<file path="src/hw/power_state_pkg.sv">
// Purpose: shared constants and state encoding for the system power-state controller
// Assumes: one 200 MHz always-on clock
// Notes: register offset and bit layout of the power-loss configuration word
package power_state_pkg;
  // register map
  localparam logic [7:0] GEN_CFG3_OFFSET = 8'ha4;
  localparam int AFTER_LOSS_BIT = 0;  // after_power_loss_select position
  localparam logic [31:0] GEN_CFG3_RESET = 32'h0000_0000;
  localparam logic [31:0] GEN_CFG3_WMASK = 32'h0000_0001;

  // sleep type codes as software writes them
  localparam logic [1:0] SLP_TYPE_S3 = 2'h3;
  localparam logic [1:0] SLP_TYPE_S4 = 2'h2;
  localparam logic [1:0] SLP_TYPE_S5 = 2'h1;

  // one-hot power states
  typedef enum logic [6:0] {
    ST_C0 = 7'b000_0001,
    ST_CX = 7'b000_0010,
    ST_S3 = 7'b000_0100,
    ST_S4 = 7'b000_1000,
    ST_S5 = 7'b001_0000,
    ST_DSX = 7'b010_0000,
    ST_G3 = 7'b100_0000
  } pwr_state_t;
endpackage

</file>
<file path="src/hw/system_power_state_machine.sv">
// Purpose: global power-state controller (C0, Cx, S3, S4, S5, deep sleep, G3)
// Assumes: always-on clock; pin events synchronised here; msg/reg inputs are on-clock
// Notes: one transition at most per cycle
// Notes on behaviour
// - C0/Cx change only on interconnect messages, acting on their content.
// - in C0, sleep enable bit moves to the software-chosen sleep state.
// - power button override in C0, Cx, S3, S4 forces S5.
// - power failure in any powered state goes to G3; no wakes there.
// - enabled wake in S3, S4, S5 or deep sleep returns to C0.
// - from S3/S4/S5 enter deep sleep when its entry conditions hold.
// - remember sleep state left for deep sleep; AC present resumes it.
// - power return picks C0 or S5 from prior state and config bit.
// - staying in S5 after power return waits for wake; button override is ignored in S5.
// - S3 keeps memory powered, stops all clocks except real-time clock.
// - S4 keeps only resume logic powered.
// - wake from S5 starts a full boot.
// - intermediate states during a transition are not separate transitions.
// - S4 sleep output high in S3, low in S4 and S5.
// - S5 sleep output high in S3 and S4, low in S5.
// - override entry into S5 continues to deep sleep if enabled and ready.
`timescale 1ns/1ps
module system_power_state_machine (
  input wire logic sys_clk,
  input wire logic rst_n,
  input wire logic msg_valid,
  input wire logic msg_enter_cx,
  input wire logic sleep_enable_bit,
  input wire logic [1:0] sleep_type,
  input wire logic pwrbtn_override,
  input wire logic power_fail,
  input wire logic power_return,
  input wire logic wake_event,
  input wire logic ac_present_input,
  input wire logic dsx_enable,
  input wire logic dsx_cond_met,
  input wire logic reg_wr,
  input wire logic reg_rd,
  input wire logic [7:0] reg_addr,
  input wire logic [31:0] reg_wdata,
  output logic [31:0] reg_rdata,
  output logic sleep_s3_out_n,
  output logic sleep_s4_out_n,
  output logic sleep_s5_out_n,
  output logic mem_power_en,
  output logic ext_clk_en,
  output logic full_boot,
  output logic [6:0] power_state
);
  ////////////////////////////////////////////////////////////////////////////
  // pin synchronisation
  logic [4:0] pin_raw;
  logic [4:0] pin_s;
  logic pbo_s;
  logic fail_s;
  logic ret_s;
  logic wake_s;
  logic acp_s;

  assign pin_raw = {pwrbtn_override, power_fail, power_return, wake_event, ac_present_input};

  sync2 #(.W(5)) pin_sync (
    .sys_clk(sys_clk),
    .rst_n(rst_n),
    .d(pin_raw),
    .q(pin_s)
  );

  assign {pbo_s, fail_s, ret_s, wake_s, acp_s} = pin_s;

  ////////////////////////////////////////////////////////////////////////////
  // state registers
  power_state_pkg::pwr_state_t state_r;
  power_state_pkg::pwr_state_t state_nxt;
  power_state_pkg::pwr_state_t pre_g3_r;
  power_state_pkg::pwr_state_t pre_g3_nxt;
  power_state_pkg::pwr_state_t dsx_from_r;
  power_state_pkg::pwr_state_t dsx_from_nxt;
  logic [31:0] cfg3_r;
  logic [31:0] cfg3_nxt;
  logic full_boot_r;
  logic full_boot_nxt;
  logic [31:0] rdata_r;
  logic [31:0] rdata_nxt;
  logic acp_d_r;
  logic acp_rise;
  logic after_loss_off;
  logic dsx_go;
  power_state_pkg::pwr_state_t sleep_tgt;

  assign acp_rise = acp_s & ~acp_d_r;
  assign after_loss_off = cfg3_r[power_state_pkg::AFTER_LOSS_BIT];
  assign dsx_go = dsx_enable & dsx_cond_met;

  // decode the software sleep type
  always_comb begin
    case (sleep_type)
      power_state_pkg::SLP_TYPE_S3: sleep_tgt = power_state_pkg::ST_S3;
      power_state_pkg::SLP_TYPE_S4: sleep_tgt = power_state_pkg::ST_S4;
      default: sleep_tgt = power_state_pkg::ST_S5;
    endcase
  end

  ////////////////////////////////////////////////////////////////////////////
  // power-state next value; failure first, then override, then the rest
  always_comb begin
    state_nxt = state_r;
    pre_g3_nxt = pre_g3_r;
    dsx_from_nxt = dsx_from_r;
    full_boot_nxt = 1'b0;
    case (state_r)
      power_state_pkg::ST_C0: begin
        if (fail_s) begin
          state_nxt = power_state_pkg::ST_G3;
        end else if (pbo_s) begin
          state_nxt = dsx_go ? power_state_pkg::ST_DSX : power_state_pkg::ST_S5;
          dsx_from_nxt = power_state_pkg::ST_S5;
        end else if (sleep_enable_bit) begin
          state_nxt = sleep_tgt;  // direct, no intermediate stop
        end else if (msg_valid && msg_enter_cx) begin
          state_nxt = power_state_pkg::ST_CX;
        end
      end
      power_state_pkg::ST_CX: begin
        if (fail_s) begin
          state_nxt = power_state_pkg::ST_G3;
        end else if (pbo_s) begin
          state_nxt = dsx_go ? power_state_pkg::ST_DSX : power_state_pkg::ST_S5;
          dsx_from_nxt = power_state_pkg::ST_S5;
        end else if (msg_valid && !msg_enter_cx) begin
          state_nxt = power_state_pkg::ST_C0;
        end
      end
      power_state_pkg::ST_S3, power_state_pkg::ST_S4, power_state_pkg::ST_S5: begin
        if (fail_s) begin
          state_nxt = power_state_pkg::ST_G3;
        end else if (pbo_s && state_r != power_state_pkg::ST_S5) begin
          state_nxt = dsx_go ? power_state_pkg::ST_DSX : power_state_pkg::ST_S5;
          dsx_from_nxt = power_state_pkg::ST_S5;
        end else if (wake_s) begin
          state_nxt = power_state_pkg::ST_C0;
          full_boot_nxt = (state_r == power_state_pkg::ST_S5);
        end else if (dsx_go) begin
          state_nxt = power_state_pkg::ST_DSX;
          dsx_from_nxt = state_r;
        end
      end
      power_state_pkg::ST_DSX: begin
        if (fail_s) begin
          state_nxt = power_state_pkg::ST_G3;
        end else if (wake_s) begin
          state_nxt = power_state_pkg::ST_C0;
          full_boot_nxt = (dsx_from_r == power_state_pkg::ST_S5);
        end else if (acp_rise) begin
          state_nxt = dsx_from_r;
        end
      end
      power_state_pkg::ST_G3: begin
        // wake events ignored here
        if (ret_s) begin
          if (after_loss_off || pre_g3_r == power_state_pkg::ST_S5 ||
              pre_g3_r == power_state_pkg::ST_DSX) begin
            state_nxt = power_state_pkg::ST_S5;
          end else begin
            state_nxt = power_state_pkg::ST_C0;
            full_boot_nxt = 1'b1;
          end
        end
      end
      default: state_nxt = power_state_pkg::ST_G3;
    endcase
    if (state_r != power_state_pkg::ST_G3 && state_nxt == power_state_pkg::ST_G3) begin
      pre_g3_nxt = state_r;
    end
  end

  ////////////////////////////////////////////////////////////////////////////
  // configuration register at its printed offset
  always_comb begin
    cfg3_nxt = cfg3_r;
    rdata_nxt = rdata_r;
    if (reg_wr && reg_addr == power_state_pkg::GEN_CFG3_OFFSET) begin
      cfg3_nxt = reg_wdata & power_state_pkg::GEN_CFG3_WMASK;
    end
    if (reg_rd) begin
      rdata_nxt = (reg_addr == power_state_pkg::GEN_CFG3_OFFSET) ? cfg3_r : 32'h0000_0000;
    end
  end

  // always-on registers
  always_ff @(posedge sys_clk) begin
    if (!rst_n) begin
      state_r <= power_state_pkg::ST_G3;
      pre_g3_r <= power_state_pkg::ST_S5;
      dsx_from_r <= power_state_pkg::ST_S5;
      cfg3_r <= power_state_pkg::GEN_CFG3_RESET;
      full_boot_r <= 1'b0;
      rdata_r <= 32'h0000_0000;
      acp_d_r <= 1'b0;
    end else begin
      state_r <= state_nxt;
      pre_g3_r <= pre_g3_nxt;
      dsx_from_r <= dsx_from_nxt;
      cfg3_r <= cfg3_nxt;
      full_boot_r <= full_boot_nxt;
      rdata_r <= rdata_nxt;
      acp_d_r <= acp_s;
    end
  end

  ////////////////////////////////////////////////////////////////////////////
  // sleep outputs; deep sleep keeps the pins of the state it came from
  logic s3_sleep;
  logic s4_sleep;
  logic s5_sleep;
  assign s3_sleep = (state_r == power_state_pkg::ST_S3) ||
                    (state_r == power_state_pkg::ST_DSX && dsx_from_r == power_state_pkg::ST_S3);
  assign s4_sleep = (state_r == power_state_pkg::ST_S4) ||
                    (state_r == power_state_pkg::ST_DSX && dsx_from_r == power_state_pkg::ST_S4);
  assign s5_sleep = (state_r == power_state_pkg::ST_S5) || (state_r == power_state_pkg::ST_G3) ||
                    (state_r == power_state_pkg::ST_DSX && dsx_from_r == power_state_pkg::ST_S5);

  assign sleep_s3_out_n = ~(s3_sleep | s4_sleep | s5_sleep);
  assign sleep_s4_out_n = ~(s4_sleep | s5_sleep);
  assign sleep_s5_out_n = ~s5_sleep;
  assign mem_power_en = (state_r == power_state_pkg::ST_C0) ||
                        (state_r == power_state_pkg::ST_CX) || s3_sleep;
  assign ext_clk_en = (state_r == power_state_pkg::ST_C0) ||
                      (state_r == power_state_pkg::ST_CX);
  assign full_boot = full_boot_r;
  assign reg_rdata = rdata_r;
  assign power_state = state_r;
endmodule

</file>
<file path="src/hw/sync2.sv">
// Purpose: two-flop synchroniser for pin inputs
// Assumes: inputs arrive asynchronously to sys_clk
// Notes: first stage is read only by the second
`timescale 1ns/1ps
module sync2 #(
  parameter int W = 1
) (
  input wire logic sys_clk,
  input wire logic rst_n,
  input wire logic [W-1:0] d,
  output logic [W-1:0] q
);
  logic [W-1:0] meta_r;
  logic [W-1:0] meta_nxt;
  logic [W-1:0] q_nxt;

  // next values
  always_comb begin
    meta_nxt = d;
    q_nxt = meta_r;
  end

  // register stages
  always_ff @(posedge sys_clk) begin
    if (!rst_n) begin
      meta_r <= '0;
      q <= '0;
    end else begin
      meta_r <= meta_nxt;
      q <= q_nxt;
    end
  end
endmodule

</file>
<file path="config.mk">
export PLATFORM = sky130hd
export DESIGN_NAME = system_power_state_machine
export DESIGN_NICKNAME = d
export VERILOG_FILES = /design/src/hw/power_state_pkg.sv /design/src/hw/system_power_state_machine.sv /design/src/hw/sync2.sv
export SDC_FILE = /design/constraint.sdc
export NUM_CORES = 1
export LEC_CHECK = 0
export BUFFER_PORTS_ARGS = -buffer_cell sky130_fd_sc_hd__buf_4
export CORE_ASPECT_RATIO = 2
export CORE_MARGIN = 1.5
export CORE_UTILIZATION = 50
export DETAILED_ROUTE_END_ITERATION = 16
export GPL_ROUTABILITY_DRIVEN = 1
export PLACE_DENSITY = 0.84
export SLEW_MARGIN = 25
export SYNTH_ARGS = -nofsm -noshare
export SYNTH_HDL_FRONTEND = slang
export SYNTH_SLANG_ARGS = --single-unit
</file>
<file path="constraint.sdc">
create_clock -name sys_clk -period 6.7 [get_ports sys_clk]
set_input_delay 0 -clock sys_clk [delete_from_list [all_inputs] [get_ports sys_clk]]
set_output_delay 0 -clock sys_clk [all_outputs]
set_load 0.1 [all_outputs]
</file>
-- After elaboration in Yosys (flattened, before gate mapping)
Cells that the tools add are included.
- register bits after elaboration: 66
- input bits: 56
- output and inout bits: 45
- logic and storage cells: 97
- eq/ne operators: 23
- mux-type cells: 35
- bitwise operators: 9
- reductions and logical operators: 21
- operators by type and width (cell ; count):
    $mux 7 ; 21
    $pmux 7 s5 ; 1
    $eq 7x5->1 const B ; 3
    $eq 7x3->1 const B ; 2
    $eq 7x4->1 const B ; 2
    $eq 7x6->1 const B ; 2
    $eq 7x7->1 const B ; 2
    $pmux 7 s2 ; 1
    $pmux 5 s2 ; 1
    $eq 8x8->1 const B ; 1
    $logic_and 1x1->1 ; 8
    $logic_or 1x1->1 ; 8
    $mux 1 ; 8
    $eq 7x1->1 const B ; 1
    $eq 7x2->1 const B ; 1
    $ne 7x5->1 const B ; 1
    $ne 7x7->1 const B ; 1
    $mux 6 ; 1
    $ne 3x3->1 const B ; 2
    $reduce_and 6->1 ; 1
    $mux 5 ; 1
    $eq 2x2->1 const B ; 2
    $ne 2x2->1 const B ; 2
    $not 1->1 ; 4
    8 further kinds ; 11

-- Logic depth before layout (Yosys ltp)
- depth after elaboration: 8
- gate-level depth with buffers: 10
- gate-level depth less buffers: 7

-- By module
A second synthesis with hierarchy kept.
- cell total of the unflattened synthesis: 284
- area total of the unflattened synthesis: 2411.1 µm²
- modules (own cells, without submodules) (module ; times used ; cells each ; area an instance (µm²) ; sequential area each (µm²)):
    system_power_state_machine ; 1 ; 264 ; 2148.3 ; 500.5
    sync2 ; 1 ; 20 ; 262.8 ; 200.2

-- Worst setup path before layout
OpenSTA, ideal clock, no wires.
- path type: register to output
- start point: register state_r[0] (netlist: power_state[0])
- end point: output port sleep_s3_out_n
- arrival: 5.491 ns
- required time: 6.700 ns
- setup slack: 1.209 ns
- stages on the path, launching flop included: 9
- path buffers: 1
- path through: dfxtp_1 -> buf_2 -> nor2_1 -> nand2_2 -> or3_1 -> o41a_1 -> nor2b_1 -> o41ai_1 -> nor3_1
- cells in the longest elaborated chain, start to end: 6
- elaborated cells between the ends (all ways): 15
- classes of those cells: eq/ne (5); bitwise (3); reduce/logical (7)
- ends and longest elaborated chain (what ; line ; source):
    start, declared ; system_power_state_machine.sv:72 ; power_state_pkg::pwr_state_t state_r;
    start signal, assigned ; system_power_state_machine.sv:192 ; state_r <= power_state_pkg::ST_G3;
    start signal, assigned ; system_power_state_machine.sv:200 ; state_r <= state_nxt;
    $eq 7x6->1 ; system_power_state_machine.sv:216, system_power_state_machine.sv:218, system_power_state_machine.sv:220 ;
    $logic_and 1x1->1, on equally long branches ; system_power_state_machine.sv:216, system_power_state_machine.sv:218 ;
    $logic_or 1x1->1, on equally long branches ; system_power_state_machine.sv:215, system_power_state_machine.sv:217 ;
    $or 1x1->1 ; system_power_state_machine.sv:222 ; assign sleep_s3_out_n = ~(s3_sleep | s4_sleep | s5_sleep);
    $or 1x1->1 (*) ; system_power_state_machine.sv:222 ;
    $not 1->1 (*) ; system_power_state_machine.sv:222 ;
    end, declared ; system_power_state_machine.sv:41 ; output logic sleep_s3_out_n,
Mark *: on every way between the ends. The rest lies on a longest branch, timed or not.

-- Worst setup path in the final report
- start point: register state_r[4] (netlist: power_state[4])
- end point: register pre_g3_r[3]
- cells in the longest elaborated chain, start to end: 7
- elaborated cells between the ends (all ways): 29
- classes of those cells: eq/ne (10); mux (16); reduce/logical (3)
- ends and longest elaborated chain (what ; line ; source):
    $ne 7x5->1 (tied with other cells) ; system_power_state_machine.sv:136 ; end else if (pbo_s && state_r != power_state_pkg::ST_S5) begin
    $logic_and 1x1->1 (tied with other cells) ; system_power_state_machine.sv:136 ;
    $mux 7, on equally long branches ; system_power_state_machine.sv:136, system_power_state_machine.sv:114 ;
    $mux 7, on equally long branches ; system_power_state_machine.sv:134, system_power_state_machine.sv:112 ;
    $pmux 7 s5 ; system_power_state_machine.sv:110 ; case (state_r)
    $eq 7x7->1 ; system_power_state_machine.sv:171 ; if (state_r != power_state_pkg::ST_G3 && state_nxt == power_state_pkg::ST_G3) begin
    $logic_and 1x1->1 (*) ; system_power_state_machine.sv:171 ;
    end signal, assigned ; system_power_state_machine.sv:193 ; pre_g3_r <= power_state_pkg::ST_S5;
    end signal, assigned ; system_power_state_machine.sv:201 ; pre_g3_r <= pre_g3_nxt;
    end, declared ; system_power_state_machine.sv:74 ; power_state_pkg::pwr_state_t pre_g3_r;
Marked as above.
A chain may end at the register's enable or synchronous reset.

==> results by stage <==
Synth:
- The cell accounting for the most synthesized area is dfxtp_1.
- The synthesized netlist devotes 1.57% of its cell area to XOR and XNOR gates.
- The basic-gate share of the synthesized area counting and, or, nand and nor cells is 31.0%.
- Of the synthesized area, sequential elements account for 31.4%.
- The adder-cell share of the synthesized area is 0%.
- The complex-gate fraction of the synthesized area is 16.3%.
- After synthesis, the cell types taking the most area are dfxtp_1 (31%), buf_4 (11%), mux2i_1 (4.5%).
- Counting every instance in the synthesized netlist gives 281.
- The number of library cell types mapped by synthesis is 56.
- The most used flip-flop cell after synthesis is dfxtp_1.
- The average instance in the mapped netlist occupies 7.93 sq um.
- In the post-synthesis netlist, the cell with the most instances is dfxtp_1.
- By count the netlist is led by dfxtp_1 (35), buf_4 (32), nor2_1 (25).
- The synthesized design contains 0 enable-type register cells.
- In the synthesized netlist the async set-or-reset flop fraction comes to 0%.
- The netlist area before placement is 2230 sq um.
- The main combinational cell family by area after synthesis is simple AND/OR/NAND/NOR gates.
- The post-synthesis sequential element count is 35.
- The Yosys warning count is 0.
- The portion of synthesized cell area occupied by the leading cell type is 31.4%.
- The mux share of post-synthesis cell area is 4.49%.

Clocking:
- Buffers added to address setup during post-CTS repair amount to 0.
- CTS built an H-tree with a depth of 2.
- The number of buffers on the longest clock path is 2.
- The number of sinks on the clock net is 35.
- The number of buffers inserted during clock tree synthesis is 5.
- The cell sitting at the root of the clock tree is a clkbuf_8.
- The number of gates resized after cts is 0.
- The clock reaches the later pin of the worst-skew pair after 290 ps.
- TritonCTS built the clock tree.
- The hold-fix buffer count after cts is 7.
- The clock slew at the register clock pins of the worst setup and hold paths is 60 ps.

Timing:
- At the pin with the least slew margin, the transition time is 822 ps.
- Across the routed clock network, the largest skew measured is 8.73 ps.
- Setup repair after global routing left no endpoint under its margin.
- The total negative slack for setup checks is 0 ps.
- The clock period minus final worst setup slack is 2910 ps.
- The max-slew violation count is 0.
- Based on the critical path, the design can be clocked at up to 344 MHz.
- The final hold violation count is 0.
- The final count of negative-setup-slack endpoints is 0.
- The final critical path takes up 43.4% of the cycle.
- In this run the tightest slew margin relative to its limit is 45.1%.

Pwr:
- The static leakage is 1.05 nW.
- The design draws 0.528 mW.
- The maximum vdd ir drop is 182 uV.
- The ratio of total power to cell area is 208 nW/um^2.

Detailed routing:
- After detailed routing, the total wire length is 5510 um.
- The remaining antenna violation count is 0.
- The per-cell via count in the routed design is 5.59.
- For this run, design rule violations remaining after detail routing come to 0.
- The routed wire length per instance is 14.9 um.
- The detailed router placed 2067 vias in this run.
- The detailed-router iteration count before antenna repair is 4.
- The count of routing violations after the opening detailed-route iteration is 44.

Flow run:
- The total of max-cap violations is 0.

Critical path:
- The worst setup path is captured at a register.
- The type of element launching the critical path is a register.
- The master of the slowest instance on the critical path is dfxtp_1.
- The critical path runs through a total of 7 cells.
- Along the worst path, the maximum fanout reaches 21.
- The critical path goes through nor4_1 > nand3b_1 > a2bb2oi_1 > nor2_1 > nor4_1 > and4bb_1 > mux2i_1.
- The required time reported for the critical path endpoint is 6910 ps.
- By startpoint and endpoint, the worst setup path is classified as register to register.
- The biggest cell delay along the critical path is 860 ps.
- The cell seen most often among critical-path stages is nor4_1.
- Following the worst setup path forward leads to its endpoint at pre_g3_r[3].
- The length in cells of the worst reg-to-reg path is 7.
- The worst register-to-register path ends at pre_g3_r[3].
- The startpoint of the most critical register-to-register path is power_state[4].
- Data arrives at the worst endpoint at 3110 ps.
- The flop-to-flop setup slack is 3790 ps.
- The gate family responsible for the most delay along the worst path is simple AND/OR/NAND/NOR gates.
- The first element of the critical path is power_state[4].
- Counting both buffers and inverters, the worst setup path holds a total of 0.

Place:
- Input and output buffers added on the ports amount to 38.
- The routability congestion estimate is 1.00.
- Once detailed placement completed, the half-perimeter wirelength came to 4190 um.

Hold path:
- In this run the worst hold path is classified as primary input to register.

Layout:
- The layout-stage area growth over the synthesis result is 14.0%.
- For this run, the post-layout net count is 372.
- The total inserted antenna cells is 0.
- Fill cells in the final layout number 399.
- The fraction of layout cells with a size suffix above 1 is 16.8%.

Global routing:
- The via count of the first global-routing pass is 1972.
- The sum of overflow across all layers after global routing is 0.
- The number of antenna violations at the first check in global routing is 0.
- The largest net degree at the start of global routing is 28.
- The overall fraction of global-route tracks in use is 24.2%.
- The first global-routing pass estimated 9000 um of wire.

Floorplan:
- The number of placement rows is 34.
- The core area is 4300 sq um.
- The die height is 97.4 um.
- In this run the horizontal extent of the chip is 50.2 um.
- The die covers 4890 sq um.
- In this run the count of I/O pins placed on the die edge is 101.
- The effective utilization at floorplan is 51.9%.

Status:
- The run finished with clean final reports.
-- placed cells by master, fill, tap and decap left out, types with 2 or more instances in the layout --
| cell type | synthesis | routed |
|---|---|---|
| a21o_1 | 2 | 2 |
| a21oi_1 | 14 | 14 |
| dfxtp_1 | 35 | 35 |
| nor3_1 | 10 | 10 |
| a2bb2oi_1 | 2 | 2 |
| nor4bb_1 | 2 | 2 |
| clkbuf_8 | 0 | 6 |
| o21a_1 | 2 | 2 |
| nand3_1 | 5 | 5 |
| dlygate4sd3_1 | 0 | 7 |
| xor2_1 | 3 | 3 |
| conb_1 | 1 | 31 |
| nand2_1 | 24 | 24 |
| o32a_1 | 2 | 2 |
| or2_2 | 3 | 3 |
| nor2b_1 | 5 | 5 |
| buf_4 | 32 | 38 |
| nor4_1 | 4 | 4 |
| mux2i_1 | 10 | 10 |
| nand2b_1 | 14 | 14 |
| a31oi_1 | 4 | 4 |
| nor2_1 | 25 | 25 |
| inv_1 | 7 | 7 |
| or4_1 | 2 | 2 |
| or3_1 | 4 | 4 |
| o21ai_0 | 7 | 7 |
| and2_1 | 15 | 15 |
| o211ai_1 | 3 | 3 |
| o22ai_1 | 3 | 3 |
-- how the worst min path moves through the flow --
stage / from / end / cells after the start
2_1_floorplan: ac_present_input / pin_sync.meta_r[0] / 1
3_3_place_gp: pwrbtn_override / pin_sync.meta_r[4] / 2
3_5_place_dp: pwrbtn_override / pin_sync.meta_r[4] / 2
4_1_cts: reg_wr / cfg3_r[0] / 4
5_1_grt: reg_wr / cfg3_r[0] / 4
6_report: reg_wr / cfg3_r[0] / 4
-- layer usage --
metal | vias to the layer above | track usage (%) | routed length [um]
li1 | 985 | - | -
met1 | 946 | 23.0 | 1900
met2 | 105 | 43.5 | 2970
met3 | 31 | 3.54 | 286
met4 | 0 | 18.8 | 360
met5 | - | 0 | 0
-- worst reg2reg max path, stage by stage, from the launching register on --
cell	delay, ps
dfxtp_1	860
nor4_1	240
nand3b_1	270
a2bb2oi_1	270
nor2_1	100
nor4_1	330
and4bb_1	520
mux2i_1	240
-- power breakdown --
part | switching [mW] | total (mW) | internal (mW)
registers | 0.00662 | 0.220 | 0.213
clock network | 0.0696 | 0.150 | 0.0805
logic | 0.126 | 0.158 | 0.0316
-- kinds of logic (layout without fill, tap and decap cells) --
kind of cell	after synthesis	in the layout
other	1	31
muxes	10	10
DFF	35	35
and+or+nand+nor	125	125
buffers and inverters	54	59
AOI/OAI and AO/OA	52	52
xor gates and xnor gates	4	4
-- sequential cells by signal, indices dropped and copies added (netlist names) --
| register | flops |
|---|---|
| pin_sync.q | 5 |
| power_state | 7 |
| acp_d_r | 1 |
| pin_sync.meta_r | 5 |
| full_boot | 1 |
| cfg3_r | 1 |
| dsx_from_r | 7 |
| pre_g3_r | 7 |
| reg_rdata | 1 |
-- stage by stage --
step | setup slack, ps | instances | hold WS (ps) | utilization, % | cell area (sq um)
floorplan | 1210 | 311 | 127 | - | 2340
detailed placement | 3920 | 356 | 211 | 55.5 | 2380
global route | 3700 | 370 | 14.1 | 59.2 | 2540
global placement | 3950 | 356 | 207 | 55.5 | 2380
CTS | 3910 | 370 | 0.00983 | 59.2 | 2540
finish | 3790 | 370 | 7.78 | 59.2 | 2540
-- final cells by class --
| class | instances | area (sq um) | area share [%] |
|---|---|---|---|
| sequential | 35 | 701 | 27.6 |
| inverter | 7 | 26.3 | 1.03 |
| timing repair buffer | 45 | 355 | 14.0 |
| tap | 54 | 67.6 | 2.66 |
| multi-input combinational | 222 | 1310 | 51.3 |
| clock inverter | 1 | 5.00 | 0.197 |
| clock buffer | 6 | 82.6 | 3.25 |
Power figures use the tool's default switching activity.
